--- src/rtl/poes_pkg.sv ---
// Constants and carrier types for the pin output-enable selector.
// How it works
// - Timer1 pin A drives on valid field.
// - Timer0 pin D drives unless buffer B.
// - Timer0 pin C drives unless buffer A.
// - Timer0 pin B drives on valid field.
// - Timer0 pin A drives on valid field.
// - Smart-card serial clock output enable conditions.
// - Normal serial clock output enable conditions.
// - Bus clock needs direction, running, select.
// - Sync master drives data out when transmitting, except bidirectional with receive on.
// - Sync slave drives data out bidirectional only.
// - Clock-synchronous mode drives data out on transmit.
// - Data-in pin drives in slave unidirectional transmit.
// - Sync clock pin drives when master internal.
// - Chip-select drives on code 10 or master 11.
// - Otherwise direction bit picks output or input.
`default_nettype none
package poes_pkg;
	// Register port widths.
	localparam int ADDR_W = 8;
	localparam int DATA_W = 32;
	// Register offsets.
	localparam logic [7:0] OFS_TMR0_HI = 8'h00;
	localparam logic [7:0] OFS_TMR0_LO = 8'h04;
	localparam logic [7:0] OFS_TMR_MODE = 8'h08;
	localparam logic [7:0] OFS_TMR1 = 8'h0c;
	localparam logic [7:0] OFS_SER4 = 8'h10;
	localparam logic [7:0] OFS_CLK = 8'h14;
	localparam logic [7:0] OFS_SYNC0 = 8'h18;
	localparam logic [7:0] OFS_SYNC_STEP = 8'h04;
	localparam logic [7:0] OFS_DIR = 8'h24;
	localparam logic [7:0] OFS_OE = 8'h28;
	localparam logic [7:0] OFS_PERIPH = 8'h2c;
	// Timer field positions.
	localparam int TIO_LO_LSB = 0;
	localparam int TIO_HI_LSB = 4;
	localparam int TIO_W = 4;
	localparam int TMODE_BUFA_BIT = 0;
	localparam int TMODE_BUFB_BIT = 1;
	// Serial channel 4 field positions.
	localparam int SER_CKE_LSB = 0;
	localparam int SER_TE_BIT = 2;
	localparam int SER_RE_BIT = 3;
	localparam int SER_SYNC_BIT = 4;
	localparam int SER_GM_BIT = 5;
	localparam int SER_SMART_CARD_SELECT_BIT = 6;
	// Clock control field positions.
	localparam int CLK_STOP_BIT = 0;
	localparam int CLK_POSEL_BIT = 1;
	// Sync serial unit field positions.
	localparam int SYN_TE_BIT = 0;
	localparam int SYN_RE_BIT = 1;
	localparam int SYN_MSS_BIT = 2;
	localparam int SYN_BIDIRECTIONAL_SELECT_BIT = 3;
	localparam int SYN_SERIAL_CLOCK_SELECT_BIT = 4;
	localparam int SYN_CS_LSB = 5;
	localparam int SYN_MODE_BIT = 7;
	// Pin indices.
	localparam int PIN_T1A = 0;
	localparam int PIN_T0D = 1;
	localparam int PIN_T0C = 2;
	localparam int PIN_T0B = 3;
	localparam int PIN_T0A = 4;
	localparam int PIN_SERIAL4_CLOCK_PIN = 5;
	localparam int PIN_BCLK = 6;
	localparam int PIN_SYNC_BASE = 7;
	localparam int PINS_PER_SYNC = 4;
	localparam int SYNC_SO = 0;
	localparam int SYNC_SI = 1;
	localparam int SYNC_SCK = 2;
	localparam int SYNC_CS = 3;
	localparam int SYNC_UNITS = 3;
	// Field codes.
	localparam logic [1:0] TIO_OFF = 2'h0;
	localparam logic [1:0] CKE_OUT = 2'h1;
	localparam logic [1:0] CS_ALWAYS = 2'h2;
	localparam logic [1:0] CS_MASTER = 2'h3;
	// Configuration carriers.
	typedef struct packed {
		logic       bufB;
		logic       bufA;
		logic [3:0] pin_d_io_field;
		logic [3:0] pin_c_io_field;
		logic [3:0] pin_b_io_field;
		logic [3:0] pin_a_io_field;
		logic [3:0] t1ioA;
	} poes_tmr_type;
	typedef struct packed {
		logic       smart_card_select;
		logic       gm;
		logic       syncMode;
		logic       re;
		logic       te;
		logic [1:0] cke;
	} poes_ser_type;
	typedef struct packed {
		logic posel;
		logic stop;
	} poes_clk_type;
	typedef struct packed {
		logic       mode;
		logic [1:0] cs;
		logic       serial_clock_select;
		logic       bidirectional_select;
		logic       master_slave_select;
		logic       re;
		logic       te;
	} poes_sync_type;
	// Reset values.
	localparam poes_tmr_type TMR_RST = '0;
	localparam poes_ser_type SER_RST = '0;
	localparam poes_clk_type CLK_RST = '0;
	localparam poes_sync_type SYNC_RST = '0;
	// A timer pin field selects an output when bit 3 is clear and bits 1:0 are nonzero.
	function automatic logic poes_tio_drives(input logic [3:0] f);
		return !f[3] && (f[1:0] != TIO_OFF);
	endfunction
endpackage
`default_nettype wire

--- src/rtl/poes_pin_mux.sv ---
// Output-enable selector for shared port pins with its register port.
`default_nettype none
module poes_pin_mux
	import poes_pkg::*;
#(
	parameter int NUM_SYNC = SYNC_UNITS,
	localparam int NPINS = PIN_SYNC_BASE + PINS_PER_SYNC * NUM_SYNC
) (
	// Clock and reset.
	input  wire logic              clk,
	input  wire logic              nrst,
	// Register port.
	input  wire logic [ADDR_W-1:0] regAddr,
	input  wire logic [DATA_W-1:0] regWdata,
	input  wire logic              regWrite,
	input  wire logic              regRead,
	output logic      [DATA_W-1:0] regRdata,
	// Pin control.
	output logic      [NPINS-1:0]  pinOe,
	output logic      [NPINS-1:0]  pinPeriph
);

	// Configuration registers.
	poes_tmr_type              tmrCfg_reg;
	poes_ser_type              serCfg_reg;
	poes_clk_type              clkCfg_reg;
	poes_sync_type             syncCfg_reg [NUM_SYNC];
	logic         [NPINS-1:0]  dir_reg;
	logic         [NPINS-1:0]  periphOe;
	logic         [DATA_W-1:0] rdata_next;

	// Byte address of one sync unit register.
	function automatic logic [ADDR_W-1:0] sync_ofs(input int u);
		return OFS_SYNC0 + OFS_SYNC_STEP * ADDR_W'(u);
	endfunction

	// Unpacks a written word into a sync unit configuration.
	function automatic poes_sync_type to_sync(input logic [DATA_W-1:0] d);
		poes_sync_type s;
		s.te = d[SYN_TE_BIT];
		s.re = d[SYN_RE_BIT];
		s.master_slave_select = d[SYN_MSS_BIT];
		s.bidirectional_select = d[SYN_BIDIRECTIONAL_SELECT_BIT];
		s.serial_clock_select = d[SYN_SERIAL_CLOCK_SELECT_BIT];
		s.cs = d[SYN_CS_LSB +: 2];
		s.mode = d[SYN_MODE_BIT];
		return s;
	endfunction

	// Packs a sync unit configuration for readback.
	function automatic logic [DATA_W-1:0] from_sync(input poes_sync_type s);
		logic [DATA_W-1:0] d;
		d = '0;
		d[SYN_TE_BIT] = s.te;
		d[SYN_RE_BIT] = s.re;
		d[SYN_MSS_BIT] = s.master_slave_select;
		d[SYN_BIDIRECTIONAL_SELECT_BIT] = s.bidirectional_select;
		d[SYN_SERIAL_CLOCK_SELECT_BIT] = s.serial_clock_select;
		d[SYN_CS_LSB +: 2] = s.cs;
		d[SYN_MODE_BIT] = s.mode;
		return d;
	endfunction

	// Timer pin fields and buffer mode flags.
	always_ff @(posedge clk or negedge nrst) begin
		if (!nrst) begin
			tmrCfg_reg <= TMR_RST;
		end else if (regWrite) begin
			case (regAddr)
				OFS_TMR0_HI: begin
					tmrCfg_reg.pin_a_io_field <= regWdata[TIO_LO_LSB +: TIO_W];
					tmrCfg_reg.pin_b_io_field <= regWdata[TIO_HI_LSB +: TIO_W];
				end
				OFS_TMR0_LO: begin
					tmrCfg_reg.pin_c_io_field <= regWdata[TIO_LO_LSB +: TIO_W];
					tmrCfg_reg.pin_d_io_field <= regWdata[TIO_HI_LSB +: TIO_W];
				end
				OFS_TMR_MODE: begin
					tmrCfg_reg.bufA <= regWdata[TMODE_BUFA_BIT];
					tmrCfg_reg.bufB <= regWdata[TMODE_BUFB_BIT];
				end
				OFS_TMR1: begin
					tmrCfg_reg.t1ioA <= regWdata[TIO_LO_LSB +: TIO_W];
				end
				default: begin
					tmrCfg_reg <= tmrCfg_reg;
				end
			endcase
		end
	end

	// Serial channel 4 and clock output control.
	always_ff @(posedge clk or negedge nrst) begin
		if (!nrst) begin
			serCfg_reg <= SER_RST;
			clkCfg_reg <= CLK_RST;
		end else if (regWrite) begin
			if (regAddr == OFS_SER4) begin
				serCfg_reg.cke <= regWdata[SER_CKE_LSB +: 2];
				serCfg_reg.te <= regWdata[SER_TE_BIT];
				serCfg_reg.re <= regWdata[SER_RE_BIT];
				serCfg_reg.syncMode <= regWdata[SER_SYNC_BIT];
				serCfg_reg.gm <= regWdata[SER_GM_BIT];
				serCfg_reg.smart_card_select <= regWdata[SER_SMART_CARD_SELECT_BIT];
			end
			if (regAddr == OFS_CLK) begin
				clkCfg_reg.stop <= regWdata[CLK_STOP_BIT];
				clkCfg_reg.posel <= regWdata[CLK_POSEL_BIT];
			end
		end
	end

	// Sync serial unit controls, one word per unit.
	always_ff @(posedge clk or negedge nrst) begin
		if (!nrst) begin
			for (int u = 0; u < NUM_SYNC; u++) begin
				syncCfg_reg[u] <= SYNC_RST;
			end
		end else if (regWrite) begin
			for (int u = 0; u < NUM_SYNC; u++) begin
				if (regAddr == sync_ofs(u)) begin
					syncCfg_reg[u] <= to_sync(regWdata);
				end
			end
		end
	end

	// Port direction bits, all inputs after reset.
	always_ff @(posedge clk or negedge nrst) begin
		if (!nrst) begin
			dir_reg <= '0;
		end else if (regWrite && regAddr == OFS_DIR) begin
			dir_reg <= regWdata[NPINS-1:0];
		end
	end

	// Peripheral output enables from the configuration bits.
	always_comb begin
		periphOe = '0;
		periphOe[PIN_T1A] = poes_tio_drives(tmrCfg_reg.t1ioA);
		periphOe[PIN_T0D] = !tmrCfg_reg.bufB && poes_tio_drives(tmrCfg_reg.pin_d_io_field);
		// Pin C is judged by its own field.
		periphOe[PIN_T0C] = !tmrCfg_reg.bufA && poes_tio_drives(tmrCfg_reg.pin_c_io_field);
		periphOe[PIN_T0B] = poes_tio_drives(tmrCfg_reg.pin_b_io_field);
		periphOe[PIN_T0A] = poes_tio_drives(tmrCfg_reg.pin_a_io_field);
		if (serCfg_reg.smart_card_select) begin
			periphOe[PIN_SERIAL4_CLOCK_PIN] = (serCfg_reg.te || serCfg_reg.re)
				&& (serCfg_reg.gm || serCfg_reg.cke == CKE_OUT);
		end else begin
			periphOe[PIN_SERIAL4_CLOCK_PIN] = (serCfg_reg.te || serCfg_reg.re)
				&& (serCfg_reg.syncMode ? !serCfg_reg.cke[1]
				: serCfg_reg.cke == CKE_OUT);
		end
		periphOe[PIN_BCLK] = dir_reg[PIN_BCLK] && !clkCfg_reg.stop
			&& !clkCfg_reg.posel;
		// Each unit reads only its own control word.
		for (int u = 0; u < NUM_SYNC; u++) begin
			if (syncCfg_reg[u].mode) begin
				periphOe[PIN_SYNC_BASE + PINS_PER_SYNC * u + SYNC_SO] =
					syncCfg_reg[u].te;
			end else if (syncCfg_reg[u].master_slave_select) begin
				periphOe[PIN_SYNC_BASE + PINS_PER_SYNC * u + SYNC_SO] =
					syncCfg_reg[u].te
					&& (!syncCfg_reg[u].bidirectional_select || !syncCfg_reg[u].re);
			end else begin
				periphOe[PIN_SYNC_BASE + PINS_PER_SYNC * u + SYNC_SO] =
					syncCfg_reg[u].bidirectional_select && !syncCfg_reg[u].re
					&& syncCfg_reg[u].te;
			end
			periphOe[PIN_SYNC_BASE + PINS_PER_SYNC * u + SYNC_SI] =
				!syncCfg_reg[u].mode && !syncCfg_reg[u].master_slave_select
				&& !syncCfg_reg[u].bidirectional_select && syncCfg_reg[u].te;
			periphOe[PIN_SYNC_BASE + PINS_PER_SYNC * u + SYNC_SCK] =
				syncCfg_reg[u].master_slave_select && syncCfg_reg[u].serial_clock_select;
			periphOe[PIN_SYNC_BASE + PINS_PER_SYNC * u + SYNC_CS] =
				(syncCfg_reg[u].cs == CS_ALWAYS)
				|| (syncCfg_reg[u].cs == CS_MASTER && !syncCfg_reg[u].mode
				&& syncCfg_reg[u].master_slave_select);
		end
	end

	// Pin drive: a peripheral owns its pin first, else the direction bit decides.
	always_ff @(posedge clk or negedge nrst) begin
		if (!nrst) begin
			pinPeriph <= '0;
			pinOe <= '0;
		end else begin
			pinPeriph <= periphOe;
			pinOe <= periphOe | dir_reg;
		end
	end

	// Readback value for the addressed register.
	always_comb begin
		rdata_next = '0;
		case (regAddr)
			OFS_TMR0_HI: begin
				rdata_next[TIO_LO_LSB +: TIO_W] = tmrCfg_reg.pin_a_io_field;
				rdata_next[TIO_HI_LSB +: TIO_W] = tmrCfg_reg.pin_b_io_field;
			end
			OFS_TMR0_LO: begin
				rdata_next[TIO_LO_LSB +: TIO_W] = tmrCfg_reg.pin_c_io_field;
				rdata_next[TIO_HI_LSB +: TIO_W] = tmrCfg_reg.pin_d_io_field;
			end
			OFS_TMR_MODE: begin
				rdata_next[TMODE_BUFA_BIT] = tmrCfg_reg.bufA;
				rdata_next[TMODE_BUFB_BIT] = tmrCfg_reg.bufB;
			end
			OFS_TMR1: begin
				rdata_next[TIO_LO_LSB +: TIO_W] = tmrCfg_reg.t1ioA;
			end
			OFS_SER4: begin
				rdata_next[SER_CKE_LSB +: 2] = serCfg_reg.cke;
				rdata_next[SER_TE_BIT] = serCfg_reg.te;
				rdata_next[SER_RE_BIT] = serCfg_reg.re;
				rdata_next[SER_SYNC_BIT] = serCfg_reg.syncMode;
				rdata_next[SER_GM_BIT] = serCfg_reg.gm;
				rdata_next[SER_SMART_CARD_SELECT_BIT] = serCfg_reg.smart_card_select;
			end
			OFS_CLK: begin
				rdata_next[CLK_STOP_BIT] = clkCfg_reg.stop;
				rdata_next[CLK_POSEL_BIT] = clkCfg_reg.posel;
			end
			OFS_DIR: begin
				rdata_next[NPINS-1:0] = dir_reg;
			end
			OFS_OE: begin
				rdata_next[NPINS-1:0] = pinOe;
			end
			OFS_PERIPH: begin
				rdata_next[NPINS-1:0] = pinPeriph;
			end
			default: begin
				for (int u = 0; u < NUM_SYNC; u++) begin
					if (regAddr == sync_ofs(u)) begin
						rdata_next = from_sync(syncCfg_reg[u]);
					end
				end
			end
		endcase
	end

	// Read data stand only in the cycle after the read strobe.
	always_ff @(posedge clk or negedge nrst) begin
		if (!nrst) begin
			regRdata <= '0;
		end else if (regRead) begin
			regRdata <= rdata_next;
		end else begin
			regRdata <= '0;
		end
	end

	// Timer, clock, direction and readback checks, one cycle after the configuration.
	AST_T1A_OFF: assert property (@(posedge clk) disable iff (!nrst)
		(tmrCfg_reg.t1ioA[3] || tmrCfg_reg.t1ioA[1:0] == TIO_OFF)
		|=> !pinPeriph[PIN_T1A])
		else $error("Timer1 pin A driven with an input field.");
	AST_T0D_BUF: assert property (@(posedge clk) disable iff (!nrst)
		(tmrCfg_reg.bufB || !poes_tio_drives(tmrCfg_reg.pin_d_io_field))
		##1 (tmrCfg_reg.bufB || !poes_tio_drives(tmrCfg_reg.pin_d_io_field))
		|-> !pinPeriph[PIN_T0D])
		else $error("Timer0 pin D driven in buffer mode or input field.");
	AST_T0C_ON: assert property (@(posedge clk) disable iff (!nrst)
		(!tmrCfg_reg.bufA && poes_tio_drives(tmrCfg_reg.pin_c_io_field))
		|=> pinPeriph[PIN_T0C] && pinOe[PIN_T0C])
		else $error("Timer0 pin C not driven.");
	AST_T0B_ON: assert property (@(posedge clk) disable iff (!nrst)
		poes_tio_drives(tmrCfg_reg.pin_b_io_field) |=> pinPeriph[PIN_T0B])
		else $error("Timer0 pin B not driven.");
	AST_T0A_OFF: assert property (@(posedge clk) disable iff (!nrst)
		tmrCfg_reg.pin_a_io_field[3] |=> !pinPeriph[PIN_T0A])
		else $error("Timer0 pin A driven with bit 3 set.");
	AST_SERIAL4_CLOCK_PIN_CARD: assert property (@(posedge clk) disable iff (!nrst)
		(serCfg_reg.smart_card_select && serCfg_reg.gm && (serCfg_reg.te || serCfg_reg.re))
		|=> pinPeriph[PIN_SERIAL4_CLOCK_PIN])
		else $error("Serial clock 4 not driven in special card mode.");
	AST_SERIAL4_CLOCK_PIN_ASYNC: assert property (@(posedge clk) disable iff (!nrst)
		(!serCfg_reg.smart_card_select && !serCfg_reg.syncMode && serCfg_reg.cke != CKE_OUT)
		|=> !pinPeriph[PIN_SERIAL4_CLOCK_PIN])
		else $error("Serial clock 4 driven with external clock.");
	AST_BCLK: assert property (@(posedge clk) disable iff (!nrst)
		pinPeriph[PIN_BCLK] |-> $past(dir_reg[PIN_BCLK]) && !$past(clkCfg_reg.stop)
		&& !$past(clkCfg_reg.posel))
		else $error("Bus clock driven while stopped, deselected or pin is input.");
	AST_DIR: assert property (@(posedge clk) disable iff (!nrst)
		(dir_reg == '0) |=> (pinOe == pinPeriph))
		else $error("Port output enabled with all direction bits clear.");
	AST_RDATA: assert property (@(posedge clk) disable iff (!nrst)
		(regRead && regAddr == OFS_DIR) |=> regRdata[NPINS-1:0] == $past(dir_reg))
		else $error("Direction readback wrong.");

	// Per-unit sync serial checks.
	for (genvar g = 0; g < NUM_SYNC; g++) begin : gSyncChk
		AST_SO_CLKSYNC: assert property (@(posedge clk) disable iff (!nrst)
			(syncCfg_reg[g].mode && syncCfg_reg[g].te)
			|=> pinPeriph[PIN_SYNC_BASE + PINS_PER_SYNC * g + SYNC_SO])
			else $error("Data out not driven in clock-synchronous mode.");
		AST_SO_SLAVE: assert property (@(posedge clk) disable iff (!nrst)
			(!syncCfg_reg[g].mode && !syncCfg_reg[g].master_slave_select && !syncCfg_reg[g].bidirectional_select)
			|=> !pinPeriph[PIN_SYNC_BASE + PINS_PER_SYNC * g + SYNC_SO])
			else $error("Slave data out driven without bidirectional mode.");
		AST_SO_MASTER: assert property (@(posedge clk) disable iff (!nrst)
			(!syncCfg_reg[g].mode && syncCfg_reg[g].master_slave_select && syncCfg_reg[g].te
			&& !syncCfg_reg[g].bidirectional_select)
			|=> pinPeriph[PIN_SYNC_BASE + PINS_PER_SYNC * g + SYNC_SO])
			else $error("Master data out not driven.");
		AST_SI: assert property (@(posedge clk) disable iff (!nrst)
			syncCfg_reg[g].master_slave_select |=> !pinPeriph[PIN_SYNC_BASE + PINS_PER_SYNC * g + SYNC_SI])
			else $error("Data in driven as master.");
		AST_SCK: assert property (@(posedge clk) disable iff (!nrst)
			!syncCfg_reg[g].serial_clock_select |=> !pinPeriph[PIN_SYNC_BASE + PINS_PER_SYNC * g + SYNC_SCK])
			else $error("Sync clock driven without clock select.");
		AST_CS: assert property (@(posedge clk) disable iff (!nrst)
			(syncCfg_reg[g].cs == CS_ALWAYS)
			|=> pinPeriph[PIN_SYNC_BASE + PINS_PER_SYNC * g + SYNC_CS])
			else $error("Chip select not driven on code 10.");
	end

	// Main scenarios.
	COV_TIMER_PIN: cover property (@(posedge clk) disable iff (!nrst)
		!pinPeriph[PIN_T0A] ##1 pinPeriph[PIN_T0A]);
	COV_PORT_OUT: cover property (@(posedge clk) disable iff (!nrst)
		pinOe[PIN_T1A] && !pinPeriph[PIN_T1A]);
	COV_BUS_CLOCK: cover property (@(posedge clk) disable iff (!nrst)
		pinPeriph[PIN_BCLK]);
	COV_SYNC_SLAVE_OUT: cover property (@(posedge clk) disable iff (!nrst)
		pinPeriph[PIN_SYNC_BASE + SYNC_SO] && $past(!syncCfg_reg[0].master_slave_select));

endmodule
`default_nettype wire

--- config.mk ---
export PLATFORM = sky130hd
export DESIGN_NAME = poes_pin_mux
export DESIGN_NICKNAME = d
export VERILOG_FILES = /design/src/rtl/poes_pkg.sv /design/src/rtl/poes_pin_mux.sv
export SDC_FILE = /design/constraint.sdc
export NUM_CORES = 1
export LEC_CHECK = 0
export BUFFER_PORTS_ARGS = -buffer_cell sky130_fd_sc_hd__buf_2
export CORE_UTILIZATION = 50
export CTS_BUF_LIST = sky130_fd_sc_hd__clkbuf_16
export DETAILED_ROUTE_END_ITERATION = 12
export PLACE_DENSITY = 0.83
export SLEW_MARGIN = 0
export SYNTH_ARGS = -nofsm -noshare
export SYNTH_HDL_FRONTEND = slang
export SYNTH_SLANG_ARGS = --single-unit
--- constraint.sdc ---
create_clock -name clk -period 2.3 [get_ports clk]
set_clock_uncertainty 0.05 [all_clocks]
set_input_delay 0.23 -clock clk [delete_from_list [all_inputs] [get_ports clk]]
set_output_delay 0.23 -clock clk [all_outputs]
set_load 0.05 [all_outputs]
== After elaboration in Yosys (flattened, before gate mapping) ==
Cells that the tools add are included.

* Bits of input ports: 44
* Output and inout port bits: 70
* Register bits: 144
* Word-level logic and storage cells: 166

* Mux-type cells: 18
* Reduce and logical (&&, ||, !) cells: 89
* Bitwise gates (word level): 1
* Equality and inequality tests: 18

{| class="wikitable"
|+ Operators with widths
! cell !! number
|-
| two-way mux 32 bit || 3
|-
| case mux 11 bit (4 select lines) || 1
|-
| logical AND 1 bit || 39
|-
| == test 8 x 5 -> 1 bit (second input constant) || 4
|-
| == test 8 x 6 -> 1 bit (second input constant) || 4
|-
| zero test 1 bit || 22
|-
| case mux 3 bit (7 select lines) || 1
|-
| OR 19 bit || 1
|-
| case mux 2 bit (9 select lines) || 1
|-
| AND reduction 2 bit || 9
|-
| == test 8 x 4 -> 1 bit (second input constant) || 2
|-
| case mux 2 bit (8 select lines) || 1
|-
| two-way mux 13 bit || 1
|-
| == test 2 bit (second input constant) || 6
|-
| nonzero test 2 bit || 5
|-
| OR reduction 9 bit || 1
|-
| == test 8 x 3 -> 1 bit (second input constant) || 1
|-
| zero test 8 bit || 1
|-
| logical OR 1 bit || 8
|-
| two-way mux 1 bit || 8
|-
| two-way mux 8 bit || 1
|-
| case mux 1 bit (6 select lines) || 1
|-
| OR reduction 6 bit || 1
|-
| OR reduction 4 bit || 1
|-
| 3 further kinds || 3
|}

== Depth between registers and ports, before layout ==
Gate-level depths: netlist (run 1).

* Word-level depth: 6
* Mapped depth: 6
* Depth with buffers taken out: 4

== Worst setup path after synthesis (run 1) ==
No wires, ideal clock.

* Path kind: input -> register
* Start: input port regAddr[6]
* End: register regRdata[14]
* Setup time: 74 ps
* Required time: 2176 ps
* Data arrival time: 1745 ps
* Path slack: 431 ps
* Buffers on the path: 2
* Stages: 6
* Path through: buf_2 > or4b_4 > or2_4 > or3_4 > buf_6 > nor2_1

* Cells in the longest elaborated chain, start to end: 4
* Elaborated cells on any way between the ends: 14
* Those cells by class: eq/ne (9); mux (3); reduce/logical (2)

{| class="wikitable"
|+ RTL lines
! element !! line !! text
|-
| start: declaration || poes_pin_mux.sv:13 || <nowiki>input wire logic [ADDR_W-1:0] regAddr,</nowiki>
|-
| == test 8 x 5 -> 1 bit (tied with other cells) || poes_pin_mux.sv:196 || <nowiki>case (regAddr)</nowiki>
|-
| OR reduction 6 bit (no source line) / two-way mux 32 bit (equally long branches) || - ||
|-
| case mux 11 bit (4 select lines) (*) || poes_pin_mux.sv:196 ||
|-
| two-way mux 32 bit (*) || poes_pin_mux.sv:247 || <nowiki>end else if (regRead) begin</nowiki>
|-
| end signal: assignment || poes_pin_mux.sv:248 || <nowiki>regRdata <= rdata_next;</nowiki>
|-
| end: declaration || poes_pin_mux.sv:17 || <nowiki>output logic [DATA_W-1:0] regRdata,</nowiki>
|}

Mark *: on every way between the ends. The rest lies on a longest branch, timed or not.
A chain may end at the register's enable or synchronous reset.

== Worst setup path in the final report (run 1) ==
* Start: input port regAddr[5]
* End: register regRdata[11]

Same word-level chain as after synthesis.

==> results of run 1 <==
-- final cells by class --
type	instances	area share, %
timing repair buffer	110	8.88
sequential	131	46.2
clock buffer	17	5.99
inverter	1	0.0529
tap	143	2.52
clock inverter	15	2.47
multi-input combinational	289	33.9
-- per-layer routing --
metal  track usage, %  share of wire, %
met1             32.1                42
met2             42.2                50
met3             6.35               6.2
met4             8.65               1.6
met5                0                 0
-- worst max-delay path: stages --
cell    delay [ns]
buf_2         0.26
or4b_4        0.54
or2_4         0.30
or3_4         0.48
nor2_1        0.16
-- per-stage QoR --
stage	hold WS [ns]	instance area, um^2	std cells	power (uW)
finish	0.0134	7100	706	5830
global route	0.00776	7100	706	6020
floorplan	-0.116	5900	455	2930
detailed placement	0.197	6470	671	3130
CTS	0.00243	7100	706	5860
global placement	0.180	6470	671	3110
-- worst paths after layout --
check                      depth (start not counted)  slack [ns]            end
setup reg to reg                                   3        0.70    regRdata[0]
min in group asynchronous                          2        0.30     dir_reg[8]
hold / removal                                     2        0.01    dir_reg[17]
setup / recovery                                   5        0.61   regRdata[11]
hold reg to reg                                    0        0.37       pinOe[6]
max in group asynchronous                          3        1.11  pinPeriph[13]
-- logic make-up (layout without fill, tap and decap cells) --
family | Yosys count | count (layout) | share of synthesized area, %
AO/OA/AOI/OAI | 66 | 66 | 9.15
other | 1 | 13 | 0.0641
multiplexers | 103 | 103 | 20.1
flip-flops | 131 | 131 | 56.0
buffers and inverters | 35 | 143 | 3.63
AND/OR/NAND/NOR | 107 | 107 | 11.1
-- placed cells by master, fill, tap and decap left out, types with 4 or more instances in the layout --
master     instances
a221oi_1           5
dfrtp_1          131
inv_1              5
mux2_2            95
mux2i_1            6
buf_2             86
bufinv_16          4
clkbuf_16         17
nand3_1            9
nor4b_1            4
and2_1             5
a22o_1             4
or2_2             20
conb_1            13
a221o_1            7
buf_4             20
a21oi_1            7
nor2_1            32
a22oi_1           15
nand2_1            4
nor2b_1            6
-- power by group through the flow --
stage	clock [uW]	sequential, uW	combinational (uW)
2_1_floorplan	0	2670	267
4_1_cts	2760	2490	611
3_5_place_dp	0	2530	602
3_3_place_gp	0	2520	589
5_1_grt	2870	2500	647
6_report	2730	2490	608
==> reports/summary.txt, run 1 <==
Die X -> 110 um
Worst r2r src -> tmrCfg_reg[20]
CTS Buffer Depth -> 2
Post-synth EDFFs -> 0
Unrepaired setup endpoints after global routing -> no
Congestion Overflow GR -> 0
Setup violators final -> 0
IO Count -> 114
CTS sink count -> 131
Clk_lat worst skew -> 0.41 ns
Post-synth top cells -> dfrtp_1, mux2_2, nor2_1
CP endpoint kind -> flip-flop
Max Freq -> 0.593 GHz
Final wirelength -> 14400 um
Power share of the combinational group -> 10.4%
GP Congestion -> 0.950
Core ar. -> 11400 um^2
Fin util -> 62.2%
Slew HR -> 60.0%
Vias in the first global route -> 4153
Drt first pass iters -> 6
Clk pwr share -> 46.8%
First-pass GRT wire length -> 22000 um
Ant diodes -> 0
Setup crit start -> regAddr[5]
Residual DRC -> 0
Setup TNS -> 0 ns
Status -> finished, final reports clean
Routed len/inst -> 20.4 um
Register bit total from synthesis -> 131
Via count -> 4120
Synth top area share -> 56.0%
Min-delay worst type -> primary input to flip-flop
Die area -> 12100 um^2
Fraction of layout cells with a size suffix above 1 -> 46.9%
Synth top area cells -> dfrtp_1, mux2_2, or2_2, buf_4, nor2_1
Flop pwr share -> 42.8%
Global Route Usage Sum -> 25.2%
Final-stage net count -> 594
Register area share after synthesis -> 56.0%
Max FFs per register -> 24
Top FF cell, synth -> dfrtp_1
Mean Syn Cell Area -> 13.2 um^2
H-tree depth -> 4
TritonCTS Buffers -> 17
Switching share of power -> 24.8%
Vias/cell -> 5.84
Most frequent cell after synthesis -> dfrtp_1
Startpoint type of the worst setup path -> primary input
P_leak -> 0.00365 uW
CP arrival -> 1.97 ns
Hold buffer count at cts -> 3
First DRT Iteration DRCs -> 337
Clock-pin slew on the worst setup and hold paths -> 0.05 ns
Initial antenna violation count -> 0
Pre-CTS setup slack -> 0.232 ns
Mapped Cells -> 443
Multi-input gate area -> 2410 um^2
Hold_sp -> regWdata[17]
Cell-internal power -> 4390 uW
Synthesis Warnings -> 0
WS Path Type -> primary input to flip-flop
Post-DP HPWL -> 9930 um
PostCTS Resize Cnt -> 0
Initial Util -> 51.3%
Distinct cells, synth -> 53
Fillers -> 869
Power density cells -> 822 nW/um^2
Maximum fanout along the worst path -> 12
Root buf cell -> clkbuf_16
Yosys top cell by area -> dfrtp_1
Routed Antenna Nets -> 0
Max-slew violation count -> 0
CP required -> 2.58 ns
Pin count of the biggest net entering global routing -> 58
Post-layout min period -> 1.69 ns
Fin crit share -> 73.3%
Die Ht -> 110 um
Max Cap Viol -> 0
Site Rows -> 39
VDD IR max -> 1.02 mV
Flip-flop and latch area -> 3280 um^2
Final Worst Setup Slack -> 0.613 ns
Area Growth Syn to Fin -> 21.3%
Setup Buffers After CTS -> 0
Worst-margin pin slew -> 0.592 ns
Async SR Flop Fraction -> 100%
Final hold violations -> 0
Sw Pwr -> 1440 uW
Synthesized area -> 5850 um^2
Input/output buffers -> 87
CTS tree -> yes
Power figures use the tool's default switching activity.
==> inputs of run 2 (changes only) <==
--- a/config.mk
+++ b/config.mk
@@ -5,6 +5,7 @@
 export SDC_FILE = /design/constraint.sdc
 export NUM_CORES = 1
 export LEC_CHECK = 0
+export ABC_AREA = 1
 export BUFFER_PORTS_ARGS = -buffer_cell sky130_fd_sc_hd__buf_2
 export CORE_UTILIZATION = 50
 export CTS_BUF_LIST = sky130_fd_sc_hd__clkbuf_16
==> constraint.sdc (replaced) <==
create_clock -name clk -period 1.73 [get_ports clk]
set_clock_uncertainty 0.05 [all_clocks]
set_input_delay 0.173 -clock clk [delete_from_list [all_inputs] [get_ports clk]]
set_output_delay 0.173 -clock clk [all_outputs]
set_load 0.05 [all_outputs]
==> run 2 against run 1 <==
Effect of this change:
- via count up 26%
- sequential power rose by 34%
- hold slack better by 0.12 ns
- register-to-register slack worse by 0.37 ns
- synthesized cell count increased by 56%
- sequential share of layout area fell by 0.54 points
- worst setup slack lost 0.29 ns
- highest routed layer unchanged
==> reports/summary.txt, run 2 <==
Unrepaired setup endpoints after global routing -> no (unchanged)
Synth Area in Compound Gates -> 10.7% (was 9.15%)
Post-route insts no fill -> 961 (was 706)
Slew HR -> 63.3% (was 60.0%)
Fillers -> 841 (was 869)
Fraction of layout cells with a size suffix above 1 -> 19.0% (was 46.9%)
Max Freq -> 0.712 GHz
Flop pwr share -> 42.5% (was 42.8%)
Vias in the first global route -> 5014 (was 4153)
Routed Antenna Nets -> 0 (unchanged)
Power share of the combinational group -> 9.8% (was 10.4%)
Status -> finished, final reports clean (unchanged)
VDD IR max -> 0.626 mV (was 1.02 mV)
XOR/XNOR Fraction of Synth Area -> 0% (unchanged)
Mapped Cells -> 691 (was 443)
Drt first pass iters -> 6 (unchanged)
Final wirelength -> 15600 um (was 14400 um)
Mean Syn Cell Area -> 8.37 um^2 (was 13.2 um^2)
R2R cell count -> 5 (was 3)
Max FFs per register -> 24 (unchanged)
Die area -> 12000 um^2 (was 12100 um^2)
Cell-internal power -> 5720 uW (was 4390 uW)
CTS Buffer Depth -> 2 (unchanged)
Core ar. -> 11000 um^2 (was 11400 um^2)
CTS sink count -> 131 (unchanged)
P_leak -> 0.00372 uW (was 0.00365 uW)
RR Endpoint -> pinOe[7] (was regRdata[0])
Initial Util -> 52.4% (was 51.3%)
Power density cells -> 1090 nW/um^2 (was 822 nW/um^2)
H-tree depth -> 4 (unchanged)
Final Cell Area -> 7180 um^2 (was 7100 um^2)
Synthesis Warnings -> 0 (unchanged)
Clk pwr share -> 47.8% (was 46.8%)
Post-synth top cells -> nand2_1, dfrtp_1, nor2_1 (was dfrtp_1, mux2_2, nor2_1)
Die X -> 110 um (about the same)
Clock-pin slew on the worst setup and hold paths -> 0.06 ns (was 0.05 ns)
Worst r2r src -> syncCfg_reg[18] (was tmrCfg_reg[20])
WS Path Type -> primary input to flip-flop (unchanged)
Root buf cell -> clkbuf_16 (unchanged)
Synth top area share -> 56.7% (was 56.0%)
Register area share after synthesis -> 56.7% (was 56.0%)
Post-layout min period -> 1.41 ns
Proportion of synthesized area in mux cells -> 0% (was 20.1%)
Post-synth EDFFs -> 0 (unchanged)
CP endpoint kind -> flip-flop (unchanged)
First DRT Iteration DRCs -> 567 (was 337)
Via count -> 5192 (was 4120)
Final hold slack -> 0.136 ns (was 0.0134 ns)
Congestion Overflow GR -> 0 (unchanged)
Area Growth Syn to Fin -> 24.3% (was 21.3%)
Final-stage net count -> 852 (was 594)
Startpoint type of the worst setup path -> primary input (unchanged)
Commonest non-fill, non-tap cell in the layout -> nand2_1 (was dfrtp_1)
Switching share of power -> 27.2% (was 24.8%)
Setup TNS -> 0 ns (unchanged)
Min-delay worst type -> primary input to flip-flop (unchanged)
Vias/cell -> 5.40 (was 5.84)
CP required -> 1.94 ns (was 2.58 ns)
Most frequent cells in the layout -> nand2_1, dfrtp_1, buf_2, nor2_1, inv_1 (was dfrtp_1, mux2_2, buf_2, nor2_1)
Synthesized area -> 5780 um^2 (was 5850 um^2)
Async SR Flop Fraction -> 100% (unchanged)
Hold_sp -> regRead (was regWdata[17])
Residual DRC -> 0 (unchanged)
Post-synthesis simple-gate area fraction -> 24.2% (was 11.1%)
Yosys top cell by area -> dfrtp_1 (unchanged)
Placed insts -> 913 (was 671)
Initial antenna violation count -> 0 (unchanged)
Synth top area cells -> dfrtp_1, nand2_1, o21ai_0, nor2_1, inv_1 (was dfrtp_1, mux2_2, or2_2, buf_4, nor2_1)
Post-DP HPWL -> 9990 um (was 9930 um)
Register bit total from synthesis -> 131 (unchanged)
Max-slew violation count -> 0 (unchanged)
CP arrival -> 1.62 ns (was 1.97 ns)
Input/output buffers -> 87 (unchanged)
TritonCTS Buffers -> 17 (unchanged)
Site Rows -> 38 (was 39)
CTS tree -> yes (unchanged)
FF-to-FF setup slack -> 0.33 ns (was 0.70 ns)
Max Cap Viol -> 0 (unchanged)
First-pass GRT wire length -> 24400 um (was 22000 um)
GP Congestion -> 0.918 (was 0.950)
Global Route Usage Sum -> 27.7% (was 25.2%)
Setup violators final -> 0 (unchanged)
Hold depth -> 5 (was 2)
Fin crit share -> 81.2%
Ant diodes -> 0 (unchanged)
IO Count -> 114 (unchanged)
Adder-Cell Fraction of Synth Area -> 0% (unchanged)
Sw Pwr -> 2140 uW (was 1440 uW)
Worst-margin pin slew -> 0.545 ns (was 0.592 ns)
Distinct cells, synth -> 26 (was 53)
Main combinational cell family by area after synthesis -> simple AND/OR/NAND/NOR gates (was multiplexers)
Final hold violations -> 0 (unchanged)
Placed cell area -> 6400 um^2 (was 6470 um^2)
Die Ht -> 110 um (about the same)
Clk_lat worst skew -> 0.42 ns (was 0.41 ns)
Flip-flop and latch area -> 3280 um^2 (unchanged)
Routed len/inst -> 16.2 um (was 20.4 um)
Multi-input gate area -> 2070 um^2 (was 2410 um^2)
Pin count of the biggest net entering global routing -> 83 (was 58)
WHS Endpoint -> regRdata[0] (was dir_reg[17])
Fin util -> 65.1% (was 62.2%)
Maximum fanout along the worst path -> 16 (was 12)
Most frequent cell after synthesis -> nand2_1 (was dfrtp_1)
Top FF cell, synth -> dfrtp_1 (unchanged)
## run 2: worst max-delay path by stage
stage	startpoint	end	cells past startpoint
floorplan	regAddr[7]	regRdata[2]	10
global placement	regAddr[1]	regRdata[17]	9
detailed placement	regAddr[7]	tmrCfg_reg[6]	7
CTS	regAddr[7]	tmrCfg_reg[4]	8
global route	regAddr[7]	tmrCfg_reg[4]	8
finish	regAddr[7]	tmrCfg_reg[4]	8
## run 2: layout make-up
class                   instances  share of cell area, %
inverters                      78                   4.08
repair buffers                117                   10.5
clock inverters                15                   2.68
well taps                     140                   2.44
clock buffers                  17                   5.92
flip-flops and latches        131                   45.6
multi-input cells             463                   28.8
## run 2: critical path, cell delays in order
cell,delay [ns]
buf_2,0.12
nor2_4,0.14
nand2_1,0.20
nor2_2,0.15
buf_4,0.19
nand2_1,0.32
nand2_1,0.19
o21ai_0,0.14
## run 2: what timing repair did
item                                   CTS  global route
gates resized for setup                  0             0
hold buffers                            16             0
setup buffers                            0             0
endpoints found under the hold margin  146             0
## run 2: per-layer routing
metal / global-route usage, % / up-vias / part of all wire (%)
met5: 0 / - / 0
met4: 15.1 / 0 / 4.3
met3: 6.22 / 62 / 7.9
met2: 45.7 / 295 / 49
met1: 33.9 / 2450 / 39
li1: - / 2385 / -
## run 2: through the flow
step,setup slack [ns],power (uW)
3_5_place_dp,0.00853,4110
6_report,0.325,7850
5_1_grt,0.182,8080
2_1_floorplan,0.423,3850
4_1_cts,0.349,7860
3_3_place_gp,0.0581,4090
## run 2: cells by family after synthesis
kind of cell / Yosys count
other: 1
AO/OA/AOI/OAI: 114
AND/OR/NAND/NOR: 336
flip-flops: 131
buffers and inverters: 109
## run 2: power groups by stage
| stage | combinational (uW) | clock, uW | sequential (uW) |
|---|---|---|---|
| 2_1_floorplan | 281 | 0 | 3570 |
| 3_3_place_gp | 715 | 0 | 3370 |
| 3_5_place_dp | 731 | 0 | 3380 |
| 4_1_cts | 768 | 3760 | 3330 |
| 5_1_grt | 828 | 3900 | 3350 |
| 6_report | 769 | 3750 | 3330 |
